[config.mk]
export PLATFORM = sky130hd
export DESIGN_NAME = nvpg_top
export DESIGN_NICKNAME = d
export VERILOG_FILES = /design/src/nvpg_pkg.sv /design/src/nvpg_clkdiv.sv /design/src/nvpg_top.sv
export SDC_FILE = /design/constraint.sdc
export NUM_CORES = 2
export LEC_CHECK = 0
export BUFFER_PORTS_ARGS = -buffer_cell sky130_fd_sc_hd__clkbuf_2
export CAP_MARGIN = 10
export CORE_ASPECT_RATIO = 0.9
export CORE_MARGIN = 3
export CORE_UTILIZATION = 28
export DETAILED_ROUTE_END_ITERATION = 16
export GPL_TIMING_DRIVEN = 1
export PLACE_DENSITY_LB_ADDON = 0.2
export SYNTH_ARGS = -nofsm -noshare
export SYNTH_HDL_FRONTEND = slang
export SYNTH_SLANG_ARGS = --single-unit
[constraint.sdc]
create_clock -name ref_clk_i -period 6.3 [get_ports ref_clk_i]
set_input_delay 0.63 -clock ref_clk_i [delete_from_list [all_inputs] [get_ports ref_clk_i]]
set_output_delay 0.63 -clock ref_clk_i [all_outputs]
set_load 0.02 [all_outputs]
[src/nvpg_pkg.sv]
// Shared constants for the nonvolatile paging and timing clock block
package nvpg_pkg;

	localparam int unsigned ADDR_W = 12;
	localparam int unsigned DATA_W = 32;

	// APB byte offsets
	localparam logic [ADDR_W-1:0] OFF_RATIO = 12'h000;
	localparam logic [ADDR_W-1:0] OFF_CONFIG = 12'h004;
	localparam logic [ADDR_W-1:0] OFF_OPTIONS = 12'h008;
	localparam logic [ADDR_W-1:0] OFF_COMMAND = 12'h00C;
	localparam logic [ADDR_W-1:0] OFF_STATUS = 12'h010;
	localparam logic [ADDR_W-1:0] OFF_WINDOW = 12'h400;

	// Field positions
	localparam int unsigned RATIO_LOADED_BIT = 7;
	localparam int unsigned RATIO_PRESCALE_BIT = 6;
	localparam int unsigned RATIO_DIV_W = 6;
	localparam int unsigned CONFIG_PAGE_BIT = 6;
	localparam int unsigned OPTIONS_MODE_BIT = 5;
	localparam int unsigned COMMAND_ERASE_BIT = 0;
	localparam int unsigned STATUS_BUSY_BIT = 0;
	localparam int unsigned STATUS_REFUSED_BIT = 1;
	localparam int unsigned BYTE_W = 8;

	// Reset values
	localparam logic [7:0] RATIO_RESET = 8'h00;
	localparam logic CONFIG_PAGE_RESET = 1'b0;
	localparam logic OPTIONS_MODE_RESET = 1'b0;

	// Array geometry
	localparam int unsigned SECTOR_LSB = 3;
	localparam logic [2:0] SECTOR_LAST = 3'h7;
	localparam int unsigned HALF_LSB = 2;
	localparam logic [7:0] ERASED_BYTE = 8'hFF;
	localparam logic [1:0] WORD_ALIGNED = 2'h0;

	// Prescaler divides the bus clock by eight
	localparam int unsigned PRESCALE_DIV = 8;
	localparam logic [2:0] PRESCALE_LAST = 3'(PRESCALE_DIV - 1);

	typedef enum logic [2:0] {
		ST_IDLE = 3'b001,
		ST_RUN = 3'b010,
		ST_COMMIT = 3'b100
	} nvpg_state_type;

endpackage

[src/nvpg_clkdiv.sv]
// Timing clock divider: prescaler and ratio counter producing one tick a period
`timescale 1ns/1ps
`default_nettype none
module nvpg_clkdiv #(
	parameter int unsigned DIV_W = 6
) (
	input wire logic ref_clk_i,
	input wire logic sys_rst_i,
	input wire logic run_i,
	input wire logic prescale_i,
	input wire logic [DIV_W-1:0] ratio_i,
	output logic tick_o
);

	if (DIV_W < 1 || DIV_W > 8) begin : gen_bad_width
		$error("nvpg_clkdiv: DIV_W must be 1 to 8");
	end

	logic [2:0] pre_q;
	logic [DIV_W-1:0] div_q;
	logic tick_q;
	logic pre_tick;
	logic div_wrap;

	// Counters restart whenever run drops, so every tick closes a full period
	assign pre_tick = !prescale_i || pre_q == nvpg_pkg::PRESCALE_LAST;
	assign div_wrap = pre_tick && div_q == ratio_i;

	always_ff @(posedge ref_clk_i) begin
		if (sys_rst_i || !run_i) begin
			pre_q <= '0;
		end else begin
			pre_q <= pre_q + 3'h1;
		end
	end

	always_ff @(posedge ref_clk_i) begin
		if (sys_rst_i || !run_i) begin
			div_q <= '0;
		end else if (div_wrap) begin
			div_q <= '0;
		end else if (pre_tick) begin
			div_q <= div_q + DIV_W'(1);
		end
	end

	always_ff @(posedge ref_clk_i) begin
		if (sys_rst_i) begin
			tick_q <= 1'b0;
		end else begin
			tick_q <= run_i && div_wrap;
		end
	end

	assign tick_o = tick_q;

	// Cycles since run start or the last tick
	logic [10:0] gap_q;
	logic [10:0] period;
	always_ff @(posedge ref_clk_i) begin
		if (sys_rst_i || !run_i) begin
			gap_q <= '0;
		end else if (tick_q) begin
			gap_q <= 11'h001;
		end else begin
			gap_q <= gap_q + 11'h001;
		end
	end
	assign period = (11'(ratio_i) + 11'h001)
		* (prescale_i ? 11'(nvpg_pkg::PRESCALE_DIV) : 11'h001);

	tick_period_a: assert property (@(posedge ref_clk_i) disable iff (sys_rst_i)
		tick_q |-> gap_q == period)
		else $error("timing tick period differs from ratio setting");

endmodule
`default_nettype wire

[src/nvpg_top.sv]
// EEPROM paging, write-once timing clock ratio and program/erase sequencer
`timescale 1ns/1ps
`default_nettype none
module nvpg_top #(
	parameter int unsigned EE_BYTES = 256,
	parameter int unsigned PROG_PULSES = 9,
	parameter int unsigned ERASE_PULSES = 40
) (
	input wire logic ref_clk_i,
	input wire logic sys_rst_i,
	input wire logic psel_i,
	input wire logic penable_i,
	input wire logic pwrite_i,
	input wire logic [nvpg_pkg::ADDR_W-1:0] paddr_i,
	input wire logic [nvpg_pkg::DATA_W-1:0] pwdata_i,
	output logic [nvpg_pkg::DATA_W-1:0] prdata_o,
	output logic pready_o,
	output logic pslverr_o,
	output logic ratio_loaded_o,
	output logic nvm_busy_o,
	output logic timing_tick_o
);

	localparam int unsigned VIS_W = $clog2(EE_BYTES / 2);
	localparam int unsigned PH_W = VIS_W + 1;
	localparam int unsigned CNT_W = 16;
	localparam int unsigned DIV_W = nvpg_pkg::RATIO_DIV_W;

	if (EE_BYTES < 16 || EE_BYTES > 512 || (1 << $clog2(EE_BYTES)) != EE_BYTES)
	begin : gen_bad_size
		$error("nvpg_top: EE_BYTES must be a power of two, 16 to 512");
	end
	if (PROG_PULSES < 1 || ERASE_PULSES < 1 || PROG_PULSES >= (1 << CNT_W)
		|| ERASE_PULSES >= (1 << CNT_W)) begin : gen_bad_pulses
		$error("nvpg_top: pulse counts must be 1 to 65535");
	end

	// Register state
	logic loaded_q;
	logic prescale_q;
	logic [DIV_W-1:0] div_q;
	logic page_q;
	logic mode_q;
	logic erase_arm_q;
	logic refused_q;
	logic busy_q;
	nvpg_pkg::nvpg_state_type state_q;
	logic op_erase_q;
	logic [PH_W-1:0] op_idx_q;
	logic [7:0] op_data_q;
	logic [CNT_W-1:0] left_q;
	logic [nvpg_pkg::DATA_W-1:0] prdata_q;
	logic pready_q;
	logic pslverr_q;
	logic tick;
	logic [7:0] mem_w [EE_BYTES];

	// Bus decode
	logic hit_ratio;
	logic hit_config;
	logic hit_options;
	logic hit_command;
	logic hit_status;
	logic win_hit;
	logic [VIS_W-1:0] vis_idx;
	logic [PH_W-1:0] phys_idx;
	logic access_first;
	logic access_done;
	logic wr;
	logic win_wr;
	logic start;
	logic commit;

	assign hit_ratio = paddr_i == nvpg_pkg::OFF_RATIO;
	assign hit_config = paddr_i == nvpg_pkg::OFF_CONFIG;
	assign hit_options = paddr_i == nvpg_pkg::OFF_OPTIONS;
	assign hit_command = paddr_i == nvpg_pkg::OFF_COMMAND;
	assign hit_status = paddr_i == nvpg_pkg::OFF_STATUS;
	assign win_hit = (paddr_i >> (VIS_W + 2)) ==
		(nvpg_pkg::OFF_WINDOW >> (VIS_W + 2))
		&& paddr_i[1:0] == nvpg_pkg::WORD_ALIGNED;
	assign vis_idx = paddr_i[VIS_W+1:2];

	// Visible address to array byte; hidden bytes have no address at all
	function automatic logic [PH_W-1:0] phys_of(
		input logic [VIS_W-1:0] a,
		input logic pg,
		input logic md
	);
		if (md) begin
			phys_of = {pg, a};
		end else begin
			phys_of = {a[VIS_W-1:nvpg_pkg::HALF_LSB], pg,
				a[nvpg_pkg::HALF_LSB-1:0]};
		end
	endfunction

	assign phys_idx = phys_of(vis_idx, page_q, mode_q);

	// One wait state so read data leaves straight from a flop
	assign access_first = psel_i && penable_i && !pready_q;
	assign access_done = psel_i && penable_i && pready_q;
	assign wr = access_done && pwrite_i;
	assign win_wr = wr && win_hit;
	assign start = win_wr && loaded_q && state_q == nvpg_pkg::ST_IDLE;
	assign commit = state_q == nvpg_pkg::ST_COMMIT;

	logic [nvpg_pkg::DATA_W-1:0] rd_d;
	logic err_d;
	always_comb begin
		rd_d = '0;
		err_d = 1'b0;
		if (hit_ratio) begin
			rd_d[nvpg_pkg::RATIO_LOADED_BIT] = loaded_q;
			rd_d[nvpg_pkg::RATIO_PRESCALE_BIT] = prescale_q;
			rd_d[DIV_W-1:0] = div_q;
		end else if (hit_config) begin
			rd_d[nvpg_pkg::CONFIG_PAGE_BIT] = page_q;
		end else if (hit_options) begin
			rd_d[nvpg_pkg::OPTIONS_MODE_BIT] = mode_q;
		end else if (hit_command) begin
			rd_d[nvpg_pkg::COMMAND_ERASE_BIT] = erase_arm_q;
		end else if (hit_status) begin
			rd_d[nvpg_pkg::STATUS_BUSY_BIT] = busy_q;
			rd_d[nvpg_pkg::STATUS_REFUSED_BIT] = refused_q;
		end else if (win_hit) begin
			rd_d[nvpg_pkg::BYTE_W-1:0] = mem_w[phys_idx];
		end else begin
			err_d = 1'b1;
		end
	end

	always_ff @(posedge ref_clk_i) begin
		if (sys_rst_i) begin
			pready_q <= 1'b0;
			pslverr_q <= 1'b0;
			prdata_q <= '0;
		end else begin
			pready_q <= access_first;
			pslverr_q <= access_first && err_d;
			if (access_first) begin
				prdata_q <= pwrite_i ? '0 : rd_d;
			end
		end
	end

	// Write-once ratio register; the loaded flag itself is never written
	always_ff @(posedge ref_clk_i) begin
		if (sys_rst_i) begin
			loaded_q <= nvpg_pkg::RATIO_RESET[nvpg_pkg::RATIO_LOADED_BIT];
			prescale_q <= nvpg_pkg::RATIO_RESET[nvpg_pkg::RATIO_PRESCALE_BIT];
			div_q <= nvpg_pkg::RATIO_RESET[DIV_W-1:0];
		end else if (wr && hit_ratio && !loaded_q) begin
			loaded_q <= 1'b1;
			prescale_q <= pwdata_i[nvpg_pkg::RATIO_PRESCALE_BIT];
			div_q <= pwdata_i[DIV_W-1:0];
		end
	end

	always_ff @(posedge ref_clk_i) begin
		if (sys_rst_i) begin
			page_q <= nvpg_pkg::CONFIG_PAGE_RESET;
			mode_q <= nvpg_pkg::OPTIONS_MODE_RESET;
			erase_arm_q <= 1'b0;
		end else if (wr) begin
			if (hit_config) begin
				page_q <= pwdata_i[nvpg_pkg::CONFIG_PAGE_BIT];
			end
			if (hit_options) begin
				mode_q <= pwdata_i[nvpg_pkg::OPTIONS_MODE_BIT];
			end
			if (hit_command) begin
				erase_arm_q <= pwdata_i[nvpg_pkg::COMMAND_ERASE_BIT];
			end
		end
	end

	// A new refusal in the clearing cycle keeps the flag set
	always_ff @(posedge ref_clk_i) begin
		if (sys_rst_i) begin
			refused_q <= 1'b0;
		end else if (win_wr && !start) begin
			refused_q <= 1'b1;
		end else if (wr && hit_status
			&& pwdata_i[nvpg_pkg::STATUS_REFUSED_BIT]) begin
			refused_q <= 1'b0;
		end
	end

	// Sequencer counts whole timing pulses, then commits to the array
	always_ff @(posedge ref_clk_i) begin
		if (sys_rst_i) begin
			state_q <= nvpg_pkg::ST_IDLE;
			busy_q <= 1'b0;
			op_erase_q <= 1'b0;
			op_idx_q <= '0;
			op_data_q <= '0;
			left_q <= '0;
		end else begin
			unique case (state_q)
				nvpg_pkg::ST_IDLE: begin
					if (start) begin
						state_q <= nvpg_pkg::ST_RUN;
						busy_q <= 1'b1;
						op_erase_q <= erase_arm_q;
						op_idx_q <= phys_idx;
						op_data_q <= pwdata_i[nvpg_pkg::BYTE_W-1:0];
						left_q <= erase_arm_q ? CNT_W'(ERASE_PULSES - 1)
							: CNT_W'(PROG_PULSES - 1);
					end
				end
				nvpg_pkg::ST_RUN: begin
					if (tick) begin
						if (left_q == '0) begin
							state_q <= nvpg_pkg::ST_COMMIT;
						end else begin
							left_q <= left_q - CNT_W'(1);
						end
					end
				end
				nvpg_pkg::ST_COMMIT: begin
					state_q <= nvpg_pkg::ST_IDLE;
					busy_q <= 1'b0;
				end
			endcase
		end
	end

	// Divider only runs during an operation so the first pulse is full length
	nvpg_clkdiv #(
		.DIV_W(DIV_W)
	) u_clkdiv (
		.ref_clk_i(ref_clk_i),
		.sys_rst_i(sys_rst_i),
		.run_i(state_q == nvpg_pkg::ST_RUN),
		.prescale_i(prescale_q),
		.ratio_i(div_q),
		.tick_o(tick)
	);

	// Array cells hold their contents through reset, as a real array would
	for (genvar gi = 0; gi < EE_BYTES; gi++) begin : gen_cell
		localparam logic [PH_W-1:0] IDX = PH_W'(gi);
		logic [7:0] cell_q;
		always_ff @(posedge ref_clk_i) begin
			if (commit) begin
				if (op_erase_q) begin
					if (op_idx_q[PH_W-1:nvpg_pkg::SECTOR_LSB]
						== IDX[PH_W-1:nvpg_pkg::SECTOR_LSB]) begin
						cell_q <= nvpg_pkg::ERASED_BYTE;
					end
				end else if (op_idx_q == IDX) begin
					cell_q <= cell_q & op_data_q;
				end
			end
		end
		assign mem_w[gi] = cell_q;
	end

	assign prdata_o = prdata_q;
	assign pready_o = pready_q;
	assign pslverr_o = pslverr_q;
	assign ratio_loaded_o = loaded_q;
	assign nvm_busy_o = busy_q;
	assign timing_tick_o = tick;

	// Pulses seen during the current operation
	logic [CNT_W-1:0] seen_q;
	always_ff @(posedge ref_clk_i) begin
		if (sys_rst_i || start) begin
			seen_q <= '0;
		end else if (state_q == nvpg_pkg::ST_RUN && tick) begin
			seen_q <= seen_q + CNT_W'(1);
		end
	end

	pulse_count_a: assert property (@(posedge ref_clk_i) disable iff (sys_rst_i)
		state_q == nvpg_pkg::ST_COMMIT |-> seen_q == (op_erase_q
		? CNT_W'(ERASE_PULSES) : CNT_W'(PROG_PULSES)))
		else $error("operation did not use the set number of pulses");

	ratio_once_a: assert property (@(posedge ref_clk_i) disable iff (sys_rst_i)
		loaded_q |=> loaded_q && $stable(prescale_q) && $stable(div_q))
		else $error("ratio setting changed after first write");

	loaded_set_a: assert property (@(posedge ref_clk_i) disable iff (sys_rst_i)
		wr && hit_ratio |=> loaded_q ##1 prdata_q[nvpg_pkg::RATIO_LOADED_BIT]
		|| !pready_q)
		else $error("first ratio write did not set loaded flag");

	refuse_a: assert property (@(posedge ref_clk_i) disable iff (sys_rst_i)
		win_wr && !loaded_q |=> state_q == nvpg_pkg::ST_IDLE && refused_q)
		else $error("operation accepted before ratio was loaded");

	erase_block_a: assert property (@(posedge ref_clk_i) disable iff (sys_rst_i)
		commit && op_erase_q |=> mem_w[{op_idx_q[PH_W-1:nvpg_pkg::SECTOR_LSB],
		3'h0}] == nvpg_pkg::ERASED_BYTE && mem_w[{op_idx_q[PH_W-1:
		nvpg_pkg::SECTOR_LSB], nvpg_pkg::SECTOR_LAST}] == nvpg_pkg::ERASED_BYTE)
		else $error("sector erase left bytes of the sector");

	program_a: assert property (@(posedge ref_clk_i) disable iff (sys_rst_i)
		commit && !op_erase_q |=> mem_w[op_idx_q] ==
		($past(mem_w[op_idx_q]) & op_data_q))
		else $error("byte program wrote wrong value");

	page_map_a: assert property (@(posedge ref_clk_i) disable iff (sys_rst_i)
		mode_q ? phys_idx[PH_W-1] == page_q
		: phys_idx[nvpg_pkg::HALF_LSB] == page_q)
		else $error("visible address maps into hidden page");

	ready_pulse_a: assert property (@(posedge ref_clk_i) disable iff (sys_rst_i)
		pready_q |=> !pready_q)
		else $error("pready held longer than one cycle");

endmodule
`default_nettype wire

==> results.yml <==
synthesis:
  syn_inst: 7076
  synth_edf_count: 2048
  syn_area_um2: 102000
  synth-warning-count: 0
  synth_top_family_by_area: "compound AO/OA/AOI/OAI gates"
  synthFlopType: "edfxtp_1"
  synth_cell_types: 76
  synth_xor_area_share_pct: 0.146
  synth_simple_gate_area_share_pct: 4.29
  muxShareOfSynthArea_pct: 11.9
  yosysSeqAreaShare_pct: 61.8
  synthAdderAreaFrac_pct: 0.0492
  synth-async-reset-ratio_pct: 0
  synth_compound_area_share_pct: 18.2
  syn_avg_cell_area_um2: 14.4
  yosys_register_bits: 2117
place:
  port-buffer-count: 37
  hpwl_um: 211000
  gp_congestion: 0.812
  placed_cells: 11312
timing:
  tightest_slew_ns: 1.33
  period_minus_slack_ns: 4.43
  hold_viol: 0
  slew_headroom_pct: 11.4
  fin_worst_skew_ns: 0.0662
  max_freq_mhz: 226
  setup_viol: 0
  rsz0062_at_grt: "no"
  final_max_slew_viol_count: 0
  finalCritPeriodShare_pct: 70.3
  finalSetupTns_ns: 0
final_layout:
  finalNetCount: 6863
  synthToLayoutAreaGrowth_pct: 11.9
  drive_gt1_share_pct: 16.1
  final_cells: 11748
critical_path:
  arrival_ns: 5.22
  critPathLaunchType: "flip-flop"
  crit_path_start: "mode_q"
  critPathMaxFanout: 19
  crit_required_ns: 7.09
  endpoint_kind: "flip-flop"
  worstSetupPathType: "flip-flop to flip-flop"
  timing.rr.start: "mode_q"
clocking:
  cts.path.max_buffers: 4
  path_clk_slew_ns: 0.06
  cts_root_buf: "clkbuf_16"
  tritoncts: "done"
  cts_setup_buffers: 0
  clk_latency_ns: 0.91
  clkSinkCount: 2117
  cts_resized: 0
  hold_buffers: 8
  cts_made_buffers: 229
  cts_max_level: 4
grt:
  grt_use_met1_pct: 25.4
  gr-max-usage-layer: "met2"
  grt_use_met3_pct: 3.12
  globalRouteMet2Util_pct: 26.4
  grt_max_degree: 198
  grt_pass1_vias: 61623
  grt_use_total_pct: 17.4
  antenna_found_initial: 17
  grt.overflow.total: 0
  grt_pass1_wl_um: 471000
floorplan:
  initial_core_util_pct: 28.2
  io_pins: 86
  fp-row-count: 209
  die_area_um2: 371000
  core_area_um2: 361000
  die_w_um: 641
  dieHeight_um: 578
worst_hold_path:
  hp-start: "paddr_i[4]"
  holdCritPathClass: "input pin to flip-flop"
power:
  peakVddDrop_mv: 0.226
  powerDensity_nw_per_um2: 256
  p_leak_nw: 47.9
flow_run:
  cap_viol_max_count: 0
drt:
  viasPerCell: 5.39
  dr.pass1.iters: 6
  drc_errors: 0
  drt_wl_total_um: 331000
  vias: 63348
  drtAntennaViolNets: 0
  wl_per_cell_um: 28.2
  drtIter0Drc: 6296
run_status:
  outcome: "completed"
==> power breakdown <==
group	leakage [nW]	internal, mW	switching (mW)
logic	29.8	0.253	0.499
registers	14.7	15.2	0.0175
clock network	3.46	7.39	5.82
==> per-stage QoR <==
| stage | area [um^2] | setup slack, ns | hold slack, ns | util [%] | total power, mW |
|---|---|---|---|---|---|
| CTS | 114000 | 1.88 | 0.192 | 31.5 | 29.5 |
| global placement | 107000 | 1.80 | 0.416 | 29.5 | 16.3 |
| global route | 114000 | 1.88 | 0.264 | 31.5 | 30.1 |
| finish | 114000 | 1.87 | 0.264 | 31.6 | 29.2 |
| floorplan | 102000 | 3.67 | 0.408 | - | 16.0 |
| detailed placement | 107000 | 1.79 | 0.430 | 29.5 | 16.3 |
==> sequential cells by signal, summed over array words and instances (netlist names), 3 cells and up <==
name             cells
state_q              3
gen_cell.cell_q   2048
op_idx_q             8
prdata_o             8
left_q              16
u_clkdiv.pre_q       3
op_data_q            8
div_q                6
u_clkdiv.div_q       6
==> cell type report <==
type / instances / area (um^2)
clock buffers: 275 / 5960
flip-flops and latches: 2117 / 62900
clock inverters: 141 / 1120
repair buffers: 248 / 2270
multi-input cells: 4210 / 35600
diodes: 6 / 15.0
well taps: 4747 / 5940
inverters: 4 / 15.0
fillers: 35535 / 247000
==> cells by family (layout without fill, tap and decap cells) <==
kind of cell | Yosys count | in the layout
AO/OA/AOI/OAI | 2595 | 2595
flip-flops | 2117 | 2117
AND/OR/NAND/NOR | 1003 | 1003
buffers and inverters | 772 | 668
multiplexers | 567 | 567
XOR/XNOR | 17 | 17
adder cells (fa/ha/maj) | 4 | 4
other | 1 | 30
==> path summary, 6_finish.rpt <==
| kind | endpoint | slack [ns] | cells after the start |
|---|---|---|---|
| setup / recovery | prdata_o[2] | 1.87 | 9 |
| hold / removal | pslverr_o | 0.26 | 3 |
| setup reg to reg | prdata_o[2] | 1.87 | 9 |
| hold reg to reg | u_clkdiv.pre_q[0] | 0.44 | 1 |
==> synthesized netlist by cell type (all sizes together) (4+ instances only) <==
library cell / count / area share [%]
nor2b: 4 / 0.025
o22a: 6 / 0.052
o31ai: 7 / 0.052
clkbuf: 497 / 1.8
a21o: 2049 / 15
a31oi: 23 / 0.14
o22ai: 59 / 0.36
mux4: 513 / 11
nor2: 360 / 1.3
nand3b: 6 / 0.044
nor3: 38 / 0.20
or4: 11 / 0.081
and3: 13 / 0.080
a22oi: 9 / 0.066
o211ai: 7 / 0.052
and2: 4 / 0.025
a221oi: 8 / 0.075
nand2b: 15 / 0.092
xnor2: 7 / 0.060
a21oi: 301 / 1.5
nand3: 120 / 0.61
edfxtp: 2048 / 60
buf: 271 / 1.7
mux2: 8 / 0.096
mux2i: 46 / 0.46
o21bai: 4 / 0.030
o21ai: 58 / 0.29
or3: 5 / 0.031
xor2: 10 / 0.086
nand4: 37 / 0.23
nor4: 14 / 0.10
nand2: 359 / 1.3
dfxtp: 69 / 1.4
a211oi: 16 / 0.12
a32oi: 12 / 0.10
a211o: 4 / 0.034
inv: 4 / 0.015
a311oi: 6 / 0.052
ha: 4 / 0.049
or2: 7 / 0.043
==> layout by cell type (no fill, tap or decap), types with 10 or more instances in the layout <==
cell type / n
buf_4: 165
or4_1: 11
dfxtp_1: 60
clkbuf_1: 41
nand3_1: 115
a21o_1: 2049
nand2_1: 358
nor2_1: 346
mux2i_1: 41
a211oi_1: 16
xor2_1: 10
o22ai_1: 59
nand4_1: 37
a31oi_1: 23
bufinv_16: 17
buf_12: 34
nor2_4: 13
nor3_1: 26
a32oi_1: 12
mux4_2: 511
edfxtp_1: 2048
clkinv_2: 42
and3_1: 13
clkinv_1: 65
nand2b_1: 15
conb_1: 24
clkbuf_16: 230
a21oi_1: 301
clkbuf_2: 35
nor4_1: 12
o21ai_0: 55
==> critical path, stage by stage (launching register included) <==
cell,delay (ns)
dfxtp_1,0.31
buf_4,0.33
mux2i_4,0.66
buf_4,0.42
nand3_2,0.62
o22ai_1,0.62
a211oi_1,0.20
a21oi_1,0.59
a211oi_1,0.17
o32a_1,0.37
==> layer usage <==
layer / routed length (um) / vias up
li1: - / 27190
met1: 152000 / 33628
met2: 147000 / 2039
met3: 22400 / 479
met4: 9860 / 12
met5: 69 / -
(Power assumes the default switching activity.)
